`src/core/ccdrs_pkg.sv`:
```
// Package for the CCD readout sequencer: constants, timing and carriers
package ccdrs_pkg;

  // ==========================================================
  // Clock and pixel timing
  localparam int unsigned CLK_MHZ = 125;
  localparam int unsigned IL_PIX_MHZ = 16;
  localparam int unsigned FF_PIX_MHZ = 2;
  // Cycles per pixel, rounded down so the pixel rate is never below nominal
  localparam int unsigned IL_PIX_CYC = CLK_MHZ / IL_PIX_MHZ;
  localparam int unsigned FF_PIX_CYC = CLK_MHZ / FF_PIX_MHZ;
  // Dual-port digitizes two pixels per pixel period
  localparam int unsigned DUAL_PIX_PER_STEP = 2;

  // ==========================================================
  // Geometry widths and reset values
  localparam int unsigned DIM_W = 12;
  localparam int unsigned TIME_W = 32;
  localparam int unsigned PIX_W = 16;
  localparam logic [DIM_W-1:0] FULL_COLS = 12'h400;
  localparam logic [DIM_W-1:0] FULL_ROWS_IL = 12'h400;
  localparam logic [DIM_W-1:0] FULL_ROWS_FF = 12'h100;
  localparam logic [TIME_W-1:0] LINE_XFER_CYC_RST = 32'h0000_0010;
  localparam logic [TIME_W-1:0] STORE_XFER_CYC_RST = 32'h0000_0008;
  localparam logic [TIME_W-1:0] DECAY_CYC_RST = 32'h0000_0000;

  // ==========================================================
  // Types
  typedef enum logic
  {
    CCDRS_INTERLINE,
    CCDRS_FULLFRAME
  } ccdrs_sensor_e;

  typedef enum logic [2:0]
  {
    ST_IDLE,
    ST_STORE,
    ST_LINE,
    ST_PIXEL,
    ST_DECAY
  } ccdrs_state_e;

  typedef struct packed
  {
    logic [DIM_W-1:0] col_start;
    logic [DIM_W-1:0] col_count;
    logic [DIM_W-1:0] row_start;
    logic [DIM_W-1:0] row_count;
    logic full_image;
    logic multi_roi;
  } ccdrs_roi_s;

  typedef struct packed
  {
    logic valid;
    logic port_b;
    logic keep;
    logic [DIM_W-1:0] col;
    logic [DIM_W-1:0] row;
  } ccdrs_pix_s;

endpackage : ccdrs_pkg

```
`src/core/ccdrs_port_sel.sv`:
```
// Readout port selection from ROI geometry
`timescale 1ns/1ps
module ccdrs_port_sel
  import ccdrs_pkg::*;
(
  // Sensor and geometry
  input wire ccdrs_pkg::ccdrs_sensor_e sensor,
  input wire ccdrs_pkg::ccdrs_roi_s roi,
  // Decision
  output logic dual_port,
  output logic roi_reject
);
  logic [DIM_W:0] right_gap;
  logic centred;

  always_comb
  begin
    right_gap = {1'b0, FULL_COLS} - {1'b0, roi.col_start} - {1'b0, roi.col_count};
    centred = (right_gap == {1'b0, roi.col_start});
    // Full-frame part has one port only; fixed port, never selectable
    if (sensor == CCDRS_FULLFRAME)
    begin
      dual_port = 1'b0;
    end
    else
    begin
      dual_port = roi.full_image | centred;
    end
    // Several regions only in single-port readout
    roi_reject = dual_port & roi.multi_roi & ~roi.full_image;
  end
endmodule : ccdrs_port_sel

```
`src/core/ccdrs_rd_time.sv`:
```
// Readout time estimate and overlap decision
`timescale 1ns/1ps
module ccdrs_rd_time
  import ccdrs_pkg::*;
(
  // Geometry in effect
  input wire logic [ccdrs_pkg::DIM_W-1:0] cols,
  input wire logic [ccdrs_pkg::DIM_W-1:0] rows,
  input wire logic [ccdrs_pkg::TIME_W-1:0] pix_cyc,
  input wire logic [ccdrs_pkg::TIME_W-1:0] line_cyc,
  input wire logic [ccdrs_pkg::TIME_W-1:0] exp_cyc,
  // Result
  output logic [ccdrs_pkg::TIME_W-1:0] rd_cyc,
  output logic non_overlap
);
  logic [2*TIME_W-1:0] full;

  always_comb
  begin
    // rows*cols*(shift+digitize) + rows*line transfer
    full = ({{(2*TIME_W-DIM_W){1'b0}}, rows} * {{(2*TIME_W-DIM_W){1'b0}}, cols}
      * {{TIME_W{1'b0}}, pix_cyc}) + ({{(2*TIME_W-DIM_W){1'b0}}, rows}
      * {{TIME_W{1'b0}}, line_cyc});
    rd_cyc = (|full[2*TIME_W-1:TIME_W]) ? {TIME_W{1'b1}} : full[TIME_W-1:0];
    non_overlap = (exp_cyc < rd_cyc);
  end
endmodule : ccdrs_rd_time

```
`src/core/ccdrs_top.sv`:
```
// CCD readout sequencer: exposure gating, row/pixel stepping and digitize strobes
`timescale 1ns/1ps
module ccdrs_top
  import ccdrs_pkg::*;
#(
  parameter int unsigned DIMW = DIM_W
)
(
  // Clock and reset
  input wire logic mclk,
  input wire logic srst,
  // Acquisition control
  input wire ccdrs_pkg::ccdrs_sensor_e sensor,
  input wire ccdrs_pkg::ccdrs_roi_s roi,
  input wire logic [ccdrs_pkg::TIME_W-1:0] exp_cyc,
  input wire logic [ccdrs_pkg::TIME_W-1:0] line_cyc,
  input wire logic [ccdrs_pkg::TIME_W-1:0] store_cyc,
  input wire logic [ccdrs_pkg::TIME_W-1:0] decay_cyc,
  input wire logic start,
  input wire logic stop,
  // Sensor pins
  output logic gate_on,
  output logic store_xfer,
  output logic row_shift,
  output logic pix_shift,
  output logic digitize,
  output ccdrs_pkg::ccdrs_pix_s pix,
  // Status
  output logic busy,
  output logic dual_port,
  output logic non_overlap,
  output logic roi_reject,
  output logic roi_bad_width,
  output logic [ccdrs_pkg::TIME_W-1:0] rd_cyc,
  output logic frame_done
);
  import ccdrs_pkg::*;

  // ==========================================================
  // State
  typedef struct packed
  {
    ccdrs_state_e st;
    logic running;
    logic exposing;
    logic exp_pending;
    logic no_ovl;
    logic dual;
    logic [TIME_W-1:0] exp_cnt;
    logic [TIME_W-1:0] cnt;
    logic [DIM_W-1:0] row;
    logic [DIM_W-1:0] col;
    logic store_p;
    logic row_p;
    logic pix_p;
    logic dig_p;
    ccdrs_pix_s pix;
    logic done_p;
    logic [TIME_W-1:0] rd;
  } ccdrs_reg_s;

  ccdrs_reg_s r_q;
  ccdrs_reg_s r_d;

  logic dual_w;
  logic reject_w;
  logic no_ovl_w;
  logic [TIME_W-1:0] rd_w;
  logic [DIM_W-1:0] rows_all;
  logic [TIME_W-1:0] pix_cyc;
  logic [DIM_W-1:0] col_step;
  logic in_roi;
  logic row_last;
  logic col_last;
  logic bad_w;

  // ==========================================================
  // Helpers
  function automatic logic [TIME_W-1:0] dec_cnt(input logic [TIME_W-1:0] v);
    dec_cnt = (v == '0) ? '0 : v - 1'b1;
  endfunction : dec_cnt

  // Phase counters load their full length and end on the cycle they read one
  function automatic logic cnt_end(input logic [TIME_W-1:0] v);
    cnt_end = (v <= TIME_W'(1));
  endfunction : cnt_end

  function automatic logic is_full_frame(input ccdrs_sensor_e s);
    is_full_frame = (s == CCDRS_FULLFRAME);
  endfunction : is_full_frame

  // Record handed out with every digitize strobe
  function automatic ccdrs_pix_s pix_rec(input logic keep, input logic port_b,
    input logic [DIM_W-1:0] col, input logic [DIM_W-1:0] row);
    pix_rec.valid = 1'b1;
    pix_rec.keep = keep;
    pix_rec.port_b = port_b;
    pix_rec.col = col;
    pix_rec.row = row;
  endfunction : pix_rec

  function automatic logic inside_span(input logic [DIM_W-1:0] p,
    input logic [DIM_W-1:0] s, input logic [DIM_W-1:0] n);
    inside_span = (p >= s) && ({1'b0, p} < ({1'b0, s} + {1'b0, n}));
  endfunction : inside_span

  // ==========================================================
  // Port choice and readout estimate
  ccdrs_port_sel u_port_sel
  (
    .sensor(sensor),
    .roi(roi),
    .dual_port(dual_w),
    .roi_reject(reject_w)
  );

  // Whole array is clocked out, so timing uses full geometry; ROI gives no saving here
  ccdrs_rd_time u_rd_time
  (
    .cols(FULL_COLS),
    .rows(rows_all),
    .pix_cyc(pix_cyc),
    .line_cyc(line_cyc),
    .exp_cyc(exp_cyc),
    .rd_cyc(rd_w),
    .non_overlap(no_ovl_w)
  );

  // ==========================================================
  // Geometry decode
  always_comb
  begin
    rows_all = is_full_frame(sensor) ? FULL_ROWS_FF : FULL_ROWS_IL;
    // Whole clocks per pixel, rounded down, keep the pixel rate at or above nominal
    pix_cyc = is_full_frame(sensor) ? TIME_W'(FF_PIX_CYC) : TIME_W'(IL_PIX_CYC);
    col_step = r_q.dual ? DIM_W'(DUAL_PIX_PER_STEP) : DIM_W'(1);
    // Width check is reported only; the other party must supply valid geometry
    bad_w = (roi.col_count[1:0] != 2'b00) & ~roi.full_image;
    in_roi = roi.full_image | (inside_span(r_q.col, roi.col_start, roi.col_count)
      & inside_span(r_q.row, roi.row_start, roi.row_count));
    row_last = ({1'b0, r_q.row} + 1'b1) >= {1'b0, rows_all};
    // Dual-port halves the column walk: both ends drain toward the centre
    col_last = r_q.dual ? (({1'b0, r_q.col} + (DIM_W+1)'(DUAL_PIX_PER_STEP))
      >= {1'b0, FULL_COLS}) : (({1'b0, r_q.col} + 1'b1) >= {1'b0, FULL_COLS});
  end

  // ==========================================================
  // Sequencer
  always_comb
  begin
    r_d = r_q;
    r_d.store_p = 1'b0;
    r_d.row_p = 1'b0;
    r_d.pix_p = 1'b0;
    r_d.dig_p = 1'b0;
    r_d.pix.valid = 1'b0;
    r_d.done_p = 1'b0;
    // Estimate is registered so the status word never shows a settling product
    r_d.rd = rd_w;
    if (start)
    begin
      r_d.running = 1'b1;
    end
    if (stop)
    begin
      r_d.running = 1'b0;
    end
    // Exposure timer runs independently of readout when overlapped
    if (r_q.exposing)
    begin
      r_d.exp_cnt = dec_cnt(r_q.exp_cnt);
      if (cnt_end(r_q.exp_cnt))
      begin
        r_d.exposing = 1'b0;
        r_d.exp_pending = 1'b1;
      end
    end
    case (r_q.st)
      ST_IDLE:
      begin
        // A rejected region parks the finished exposure until the geometry is legal
        if (r_q.exp_pending & ~reject_w)
        begin
          r_d.exp_pending = 1'b0;
          // Mode and overlap are frozen per frame; roi and sensor stay live for keep, row count and pixel timing
          r_d.dual = dual_w;
          r_d.no_ovl = no_ovl_w;
          r_d.row = '0;
          r_d.col = '0;
          if (sensor == CCDRS_INTERLINE)
          begin
            r_d.st = ST_STORE;
            r_d.store_p = 1'b1;
            r_d.cnt = store_cyc;
          end
          else
          begin
            r_d.st = ST_LINE;
            r_d.row_p = 1'b1;
            r_d.cnt = line_cyc;
          end
          // Overlapped: next exposure begins with this readout
          if (~no_ovl_w & r_q.running)
          begin
            r_d.exposing = 1'b1;
            r_d.exp_cnt = exp_cyc;
          end
        end
        else if (r_q.running & ~r_q.exposing & ~r_q.exp_pending)
        begin
          // Array empty: expose at once, no clearing pass
          r_d.exposing = 1'b1;
          r_d.exp_cnt = exp_cyc;
        end
      end
      ST_STORE:
      begin
        // No row may move until the storage transfer has settled
        r_d.cnt = dec_cnt(r_q.cnt);
        if (cnt_end(r_q.cnt))
        begin
          r_d.st = ST_LINE;
          r_d.row_p = 1'b1;
          r_d.cnt = line_cyc;
        end
      end
      ST_LINE:
      begin
        // Each row pays the line transfer before its first pixel
        r_d.cnt = dec_cnt(r_q.cnt);
        if (cnt_end(r_q.cnt))
        begin
          r_d.st = ST_PIXEL;
          r_d.col = '0;
          r_d.cnt = pix_cyc;
        end
      end
      ST_PIXEL:
      begin
        r_d.cnt = dec_cnt(r_q.cnt);
        if (cnt_end(r_q.cnt))
        begin
          // Shift into node and digitize together; out-of-ROI data discarded
          r_d.pix_p = 1'b1;
          r_d.dig_p = 1'b1;
          // Dual walk names one column per step; its mirror on the far port is implied
          r_d.pix = pix_rec(in_roi, r_q.dual, r_q.col, r_q.row);
          r_d.cnt = pix_cyc;
          r_d.col = r_q.col + col_step;
          if (col_last)
          begin
            // Last pixel of the row is digitized in the same cycle the next row moves
            r_d.col = '0;
            if (row_last)
            begin
              r_d.st = is_full_frame(sensor) ? ST_DECAY : ST_IDLE;
              r_d.cnt = decay_cyc;
              r_d.done_p = 1'b1;
            end
            else
            begin
              r_d.row = r_q.row + 1'b1;
              r_d.st = ST_LINE;
              r_d.row_p = 1'b1;
              r_d.cnt = line_cyc;
            end
          end
        end
      end
      ST_DECAY:
      begin
        // Phosphor decay is added to the frame period
        r_d.cnt = dec_cnt(r_q.cnt);
        if (cnt_end(r_q.cnt))
        begin
          r_d.st = ST_IDLE;
        end
      end
      default:
      begin
        r_d.st = ST_IDLE;
      end
    endcase
  end

  always_ff @(posedge mclk)
  begin
    if (srst)
    begin
      r_q <= '0;
      r_q.st <= ST_IDLE;
    end
    else
    begin
      r_q <= r_d;
    end
  end

  // ==========================================================
  // Outputs
  always_comb
  begin
    // Overlap leaves the gate open while rows drain, which is what buys frame rate
    // Gate stays off whenever a non-overlapped readout is in progress
    gate_on = r_q.exposing & ~((r_q.st != ST_IDLE) & r_q.no_ovl);
    store_xfer = r_q.store_p;
    row_shift = r_q.row_p;
    pix_shift = r_q.pix_p;
    digitize = r_q.dig_p;
    pix = r_q.pix;
    busy = (r_q.st != ST_IDLE);
    dual_port = r_q.dual;
    non_overlap = r_q.no_ovl;
    roi_reject = reject_w;
    roi_bad_width = bad_w;
    rd_cyc = r_q.rd;
    frame_done = r_q.done_p;
  end
endmodule : ccdrs_top

```
`config.mk`:
```
export PLATFORM = sky130hd
export DESIGN_NAME = ccdrs_top
export DESIGN_NICKNAME = d
export VERILOG_FILES = /design/src/core/ccdrs_pkg.sv /design/src/core/ccdrs_port_sel.sv /design/src/core/ccdrs_rd_time.sv /design/src/core/ccdrs_top.sv
export SDC_FILE = /design/constraint.sdc
export NUM_CORES = 1
export LEC_CHECK = 0
export BUFFER_PORTS_ARGS = -buffer_cell sky130_fd_sc_hd__buf_4
export CAP_MARGIN = 10
export CORE_MARGIN = 2
export CORE_UTILIZATION = 35
export CTS_CLUSTER_DIAMETER = 80
export DETAILED_ROUTE_END_ITERATION = 10
export GPL_ROUTABILITY_DRIVEN = 0
export HOLD_SLACK_MARGIN = 0.1
export SETUP_SLACK_MARGIN = 0.15
export SLEW_MARGIN = 30
export SYNTH_ARGS = -nofsm -noshare
export SYNTH_HDL_FRONTEND = slang
export SYNTH_SLANG_ARGS = --single-unit
```
`constraint.sdc`:
```
create_clock -name mclk -period 9.89 [get_ports mclk]
set_input_delay 0.4945 -clock mclk [delete_from_list [all_inputs] [get_ports mclk]]
set_output_delay 0.4945 -clock mclk [all_outputs]
set_load 0.005 [all_outputs]
```
Word level (Yosys, flattened, before mapping)

Index checks and enable logic that the tools add are counted.

Input bits: 183
Output and inout bits: 70
Word-level logic and storage cells: 151
Register bits: 160

Reductions and logical operators: 21
Multiplexer cells: 50
$lt $le $gt $ge: 10
Equal/unequal tests: 12
Bitwise logic cells: 23
Add/subtract/negate cells: 12
Multipliers: 2

Operators by type and width:

| operator                                                                               | count |
|---|---|
| 32-bit 2-to-1 mux                                                                      | 11 |
| 32-bit one-hot mux with 5 select lines                                                 | 1 |
| 56-bit 2-to-1 mux                                                                      | 2 |
| 32-bit by 1-bit less-or-equal comparator with 1-bit output (second input constant)     | 2 |
| 32-bit zero test                                                                       | 2 |
| 32-bit by 1-bit subtractor with 32-bit output (second input constant)                  | 2 |
| 58-bit 2-to-1 mux                                                                      | 1 |
| 56-bit by 44-bit adder with 57-bit output                                              | 1 |
| 11-bit by 32-bit multiplier with 43-bit output                                         | 1 |
| 36-bit 2-to-1 mux                                                                      | 1 |
| 12-bit one-hot mux with 3 select lines                                                 | 1 |
| 32-bit less-than comparator                                                            | 1 |
| 32-bit OR reduction                                                                    | 1 |
| 31-bit 2-to-1 mux                                                                      | 1 |
| 3-bit 2-to-1 mux                                                                       | 9 |
| 12-bit by 1-bit adder with 13-bit output (second input constant)                       | 2 |
| 12-bit by 12-bit adder with 13-bit output                                              | 2 |
| 13-bit by 11-bit greater-or-equal comparator with 1-bit output (second input constant) | 2 |
| 12-bit by 13-bit less-than comparator with 1-bit output                                | 2 |
| 12-bit greater-or-equal comparator                                                     | 2 |
| 12-bit 2-to-1 mux                                                                      | 2 |
| 12-bit one-hot mux with 2 select lines                                                 | 1 |
| 11-bit by 6-bit multiplier with 17-bit output                                          | 1 |
| 3-bit one-hot mux with 5 select lines                                                  | 1 |
| 31 further kinds                                                                       | 78 |

Logic depth before layout (Yosys ltp)

Depth after elaboration: 11
Gate-level depth with buffers: 42
Mapped depth without buffers: 37

Modules after synthesis

Synthesis repeated with hierarchy kept, for this count alone.

Cells, all modules: 6521
Area, all modules: 55689.7 sq um

By module, submodules not included:

| module         | area each (sq um) | sequential area each (sq um) | cells each | times used |
|---|---|---|---|---|
| ccdrs_rd_time  | 43349.1           | 0.0                          | 4970       | 1 |
| ccdrs_top      | 11363.4           | 3163.0                       | 1417       | 1 |
| ccdrs_port_sel | 977.2             | 0.0                          | 134        | 1 |

Worst setup path after synthesis

OpenSTA, ideal clock, no wires.

Kind: input-to-reg
Start: in sensor
End: reg r_q[139] (netlist name)
Data required time: 9.829 ns
Setup slack: 1.647 ns
Stages: 34
Arrival: 8.182 ns
Setup time: 0.061 ns
Path buffers: 8
Cell sequence: buf_1 -> buf_1 -> clkbuf_1 -> mux2_2 -> ha_1 -> ha_1 -> ha_1 -> ha_1 -> ha_1 -> clkbuf_1 -> or3_1 -> o211ai_1 -> nor4_1 -> and2_1 -> a211o_1 -> a21bo_2 -> or3_1 -> buf_2 -> buf_6 -> a21oi_2 -> ha_1 -> a21o_1 -> a21o_1 -> a21o_1 -> a21o_1 -> a21o_1 -> a211o_1 -> a21oi_1 -> o21ai_0 -> a31oi_1 -> a32o_1 -> buf_2 -> buf_2 -> a32o_1

Longest elaborated chain between the ends: 11
Elaborated cells between the ends (all ways): 18
Classes of those cells: add/sub (1); mul (2); order compare (1); mux (7); bitwise (6); reduce/logical (1)

Ends and longest elaborated chain:

| what                                                                                                            | RTL line                                 | source |
|---|---|---|
| from (decl)                                                                                                     | ccdrs_top.sv:13                          | `input wire ccdrs_pkg::ccdrs_sensor_e sensor,` |
| 11-bit 2-to-1 mux or 6-bit 2-to-1 mux (tied branches)                                                           | ccdrs_top.sv:133, ccdrs_top.sv:135       |  |
| 11-bit by 32-bit multiplier with 43-bit output or 11-bit by 6-bit multiplier with 17-bit output (tied branches) | ccdrs_rd_time.sv:23, ccdrs_rd_time.sv:22 |  |
| 56-bit by 44-bit adder with 57-bit output                                                                       | ccdrs_rd_time.sv:22                      | `* {{TIME_W{1'b0}}, pix_cyc}) + ({{(2*TIME_W-DIM_W){1'b0}}, rows}` |
| 32-bit OR reduction                                                                                             | ccdrs_rd_time.sv:24                      | `rd_cyc = (\|full[2*TIME_W-1:TIME_W]) ? {TIME_W{1'b1}} : full[TIME_W-1:0];` |
| 32-bit 2-to-1 mux                                                                                               | ccdrs_rd_time.sv:24                      |  |
| 32-bit less-than comparator                                                                                     | ccdrs_rd_time.sv:25                      | `non_overlap = (exp_cyc < rd_cyc);` |
| 1-bit NOT                                                                                                       | ccdrs_top.sv:203                         | `if (~no_ovl_w & r_q.running)` |
| 1-bit bitwise AND                                                                                               | ccdrs_top.sv:203                         |  |
| 32-bit 2-to-1 mux                                                                                               | ccdrs_top.sv:203                         |  |
| 32-bit 2-to-1 mux (*)                                                                                           | ccdrs_top.sv:182                         | `if (r_q.exp_pending & ~reject_w)` |
| 36-bit 2-to-1 mux (*)                                                                                           | ccdrs_top.sv:178                         | `case (r_q.st)` |
| to (signal assigned)                                                                                            | ccdrs_top.sv:295                         | `r_q <= r_d;` |
| to (decl)                                                                                                       | ccdrs_top.sv:62                          | `ccdrs_reg_s r_q;` |

Every way passes the cells marked *; elsewhere a longest branch is shown, timed or not.
A chain may end at the register's enable or synchronous reset.

Worst setup path after layout

Start: in sensor
End: reg r_q[132] (netlist name)

Same word-level chain as after synthesis.

==> metrics.cfg <==
[outcome]
status=completed

[setup_path]
endpoint=r_q[132]
critPathBufInv=2
r2r-end=r_q[114]
arrival_ns=8.74
r2r_setup_slack_ns=5.19
crit_slowest_cell=or3_1
worstSetupPathType=input pin to register
worstSetupPathDepth=28
crit_fanout=30
crit_family=compound AO/OA/AOI/OAI gates
slowest_delay_ns=0.66
crit_path_start=sensor
critPathCaptureType=register
r2r-start=r_q[113]
crit_top_cell=ha_1
worstSetupStartpointType=input pin
crit_required_ns=10.28
worstRegToRegCells=9

[die]
die_h_microns=215
io_pins=253
core_sq_um=44100
placementRows=77
die_area_sq_um=46400
initial_core_util_pct=35.4
die_w_microns=215

[logic_synthesis]
synthMuxAreaShare_pct=3.19
synth.area.top_cells=ha_1, dfxtp_1, a21oi_1, nand2_1, nor2_1
synth_cells=1952
yosys.area_share.simple_pct=20.2
netlist-cell-type-count=85
synth_top_area_cell=ha_1
synth_compound_area_share_pct=22.3
synth_seq_cells=151
synth_xor_xnor_area_share_pct=6.72
netlist_area_sq_um=15600
seq_area_frac_synth_pct=19.3
synth_top_family_by_area=compound AO/OA/AOI/OAI gates
avgSynthCellArea_sq_um=8.01
yosysWarnings=0
synth-edff-count=0
yosysTopAreaCellShare_pct=20.3
synth_ff_type=dfxtp_1
synth_fa_ha_area_share_pct=21.2
synthArstFlopShare_pct=0

[finish]
multiInputGateArea_sq_um=11700
fillerInstances=4528
areaGrowthSynthToFinish_pct=17.0
nets=2570
layout-drive-gt1-share_pct=18.0
seqCellArea_sq_um=3020

[grt]
antenna_found_initial=4
grt_pass1_vias=14700
grtUsageTotal_pct=20.7
grt_pass1_wl_microns=77200
grt_max_degree=60
grt_overflow=0

[routing]
viasPerCell=5.51
dr.pass1.iters=9
wire_per_inst_microns=17.9
postRouteAntennaNets=0
route.detailed.drc=0
wirelength_microns=48800
num_vias=15100
drt_iter0_drc=1105

[timing]
fin_crit_sh_pct=84.4
skew_ns=0.0151
tns_ns=0
finalMaxSlewViolations=0
finalHoldViolCount=0
rsz0062_at_grt=no
fmax_ghz=0.120
whs_ns=0.194
worst_pin_slew_ns=0.920
period_minus_slack_ns=8.35
maxSlewHeadroom_pct=38.7
setup_viol=0

[clock_network]
hold_buffers=0
clk_latency_ns=0.46
cts_root_buf=clkbuf_16
cts_setup_buffers=0
cts_buffers=17
cts_resized=0
cts_max_level=4
clk_pin_slew_ns=0.07
cts_sinks=151
cts_tree=yes
cts_max_path_buffers=2

[placement]
hpwl_microns=38900
port_buffers=252

[pwr]
leakage_nw=8.51
power.total_mw=3.06
peakVddDrop_mv=0.131
power_density_nw_per_um2=167

[min_path]
min_path_type=input pin to register
holdPathStages=2

[job]
cap_violations=0

[cell usage in the layout, fill, tap and decap left out, drive strengths merged, types with 25 or more instances in the layout]
cell type	Yosys	routed
a21o	51	51
a21oi	149	149
a311oi	25	25
buf	76	264
conb	1	30
dfxtp	151	151
ha	254	254
inv	83	94
mux2	31	31
nand2	183	183
nand3	40	40
nor2	183	183
nor3	59	59
o21ai	90	90
xnor2	65	65
xor2	55	55
[cell type report]
type	instances	share of cell area, %
antenna	2	0.0274
sequential	151	16.5
timing repair buffer	264	10.9
multi-input combinational	1609	63.8
inverter	83	1.70
tap	592	4.05
clock buffer	17	2.33
clock inverter	15	0.725
[cell usage after synthesis, drive strengths merged (20+ instances only)]
master,number
ha,254
a32o,20
buf,76
mux2,31
nand3,40
a311oi,25
nand2,183
inv,83
o21ai,90
nor2,183
a222oi,24
a21o,51
or3,23
a21oi,149
nand4,23
xor2,55
xnor2,65
dfxtp,151
clkbuf,62
nor3,59
[sequential cells by signal, indices dropped and copies added, names as in the netlist]
signal / count
non_overlap: 1
rd_cyc: 25
frame_done: 1
dual_port: 1
r_q: 94
pix: 26
store_xfer: 1
row_shift: 1
pix_shift: 1
[routing by layer]
| metal | wire length (microns) | track usage [%] | share of wire [%] | vias up |
|---|---|---|---|---|
| met5 | 0 | 0 | 0 | - |
| met4 | 1310 | 7.54 | 2.7 | 0 |
| met3 | 2420 | 2.86 | 4.9 | 64 |
| met2 | 23300 | 35.3 | 48 | 456 |
| met1 | 21800 | 26.4 | 45 | 7111 |
| li1 | - | - | - | 7427 |
[worst reg2reg max path, cell delays in order, from the launching register on]
cell and delay (ns):
dfxtp_1 0.37, or4_1 0.58, or3_1 0.36, nor3_1 0.58, nand4b_1 0.67, nor3_2 0.81, a21oi_1 0.16, nand2_2 0.50
a222oi_1 0.23, a311oi_1 0.33
[stage by stage]
stage / std cells / area [sq um] / util [%] / setup slack (ns)
after floorplan: 1981 / 15700 / - / 1.65
after global placement: 2698 / 17700 / 40.1 / 1.01
after detailed placement: 2698 / 17700 / 40.1 / 0.788
after CTS: 2730 / 18300 / 41.4 / 1.27
after global routing: 2733 / 18300 / 41.5 / 1.17
final: 2733 / 18300 / 41.5 / 1.54
[where the power goes]
part | switching, mW | internal [mW] | total (mW)
registers | 0.0842 | 0.676 | 0.760
clock network | 0.312 | 0.331 | 0.643
logic | 1.00 | 0.656 | 1.66
total | 1.40 | 1.66 | 3.06
[how the worst min path moves through the flow]
stage,from,endpoint,slack (ns)
after floorplan,pix[0],pix[0],0.44
after global placement,pix[19],pix[19],0.45
after detailed placement,pix[2],pix[2],0.45
after CTS,stop,r_q[156],0.16
after global routing,stop,r_q[156],0.18
final,stop,r_q[156],0.19
[logic make-up (layout without fill, tap and decap cells)]
group | count (synthesis) | count (layout)
flops | 151 | 151
compound gates | 506 | 506
xor+xnor | 120 | 120
fa+ha+maj | 261 | 261
other cells | 1 | 32
simple gates | 646 | 646
buf+inv | 221 | 379
mux | 46 | 46
No activity file was read; power rests on OpenSTA's default activity.
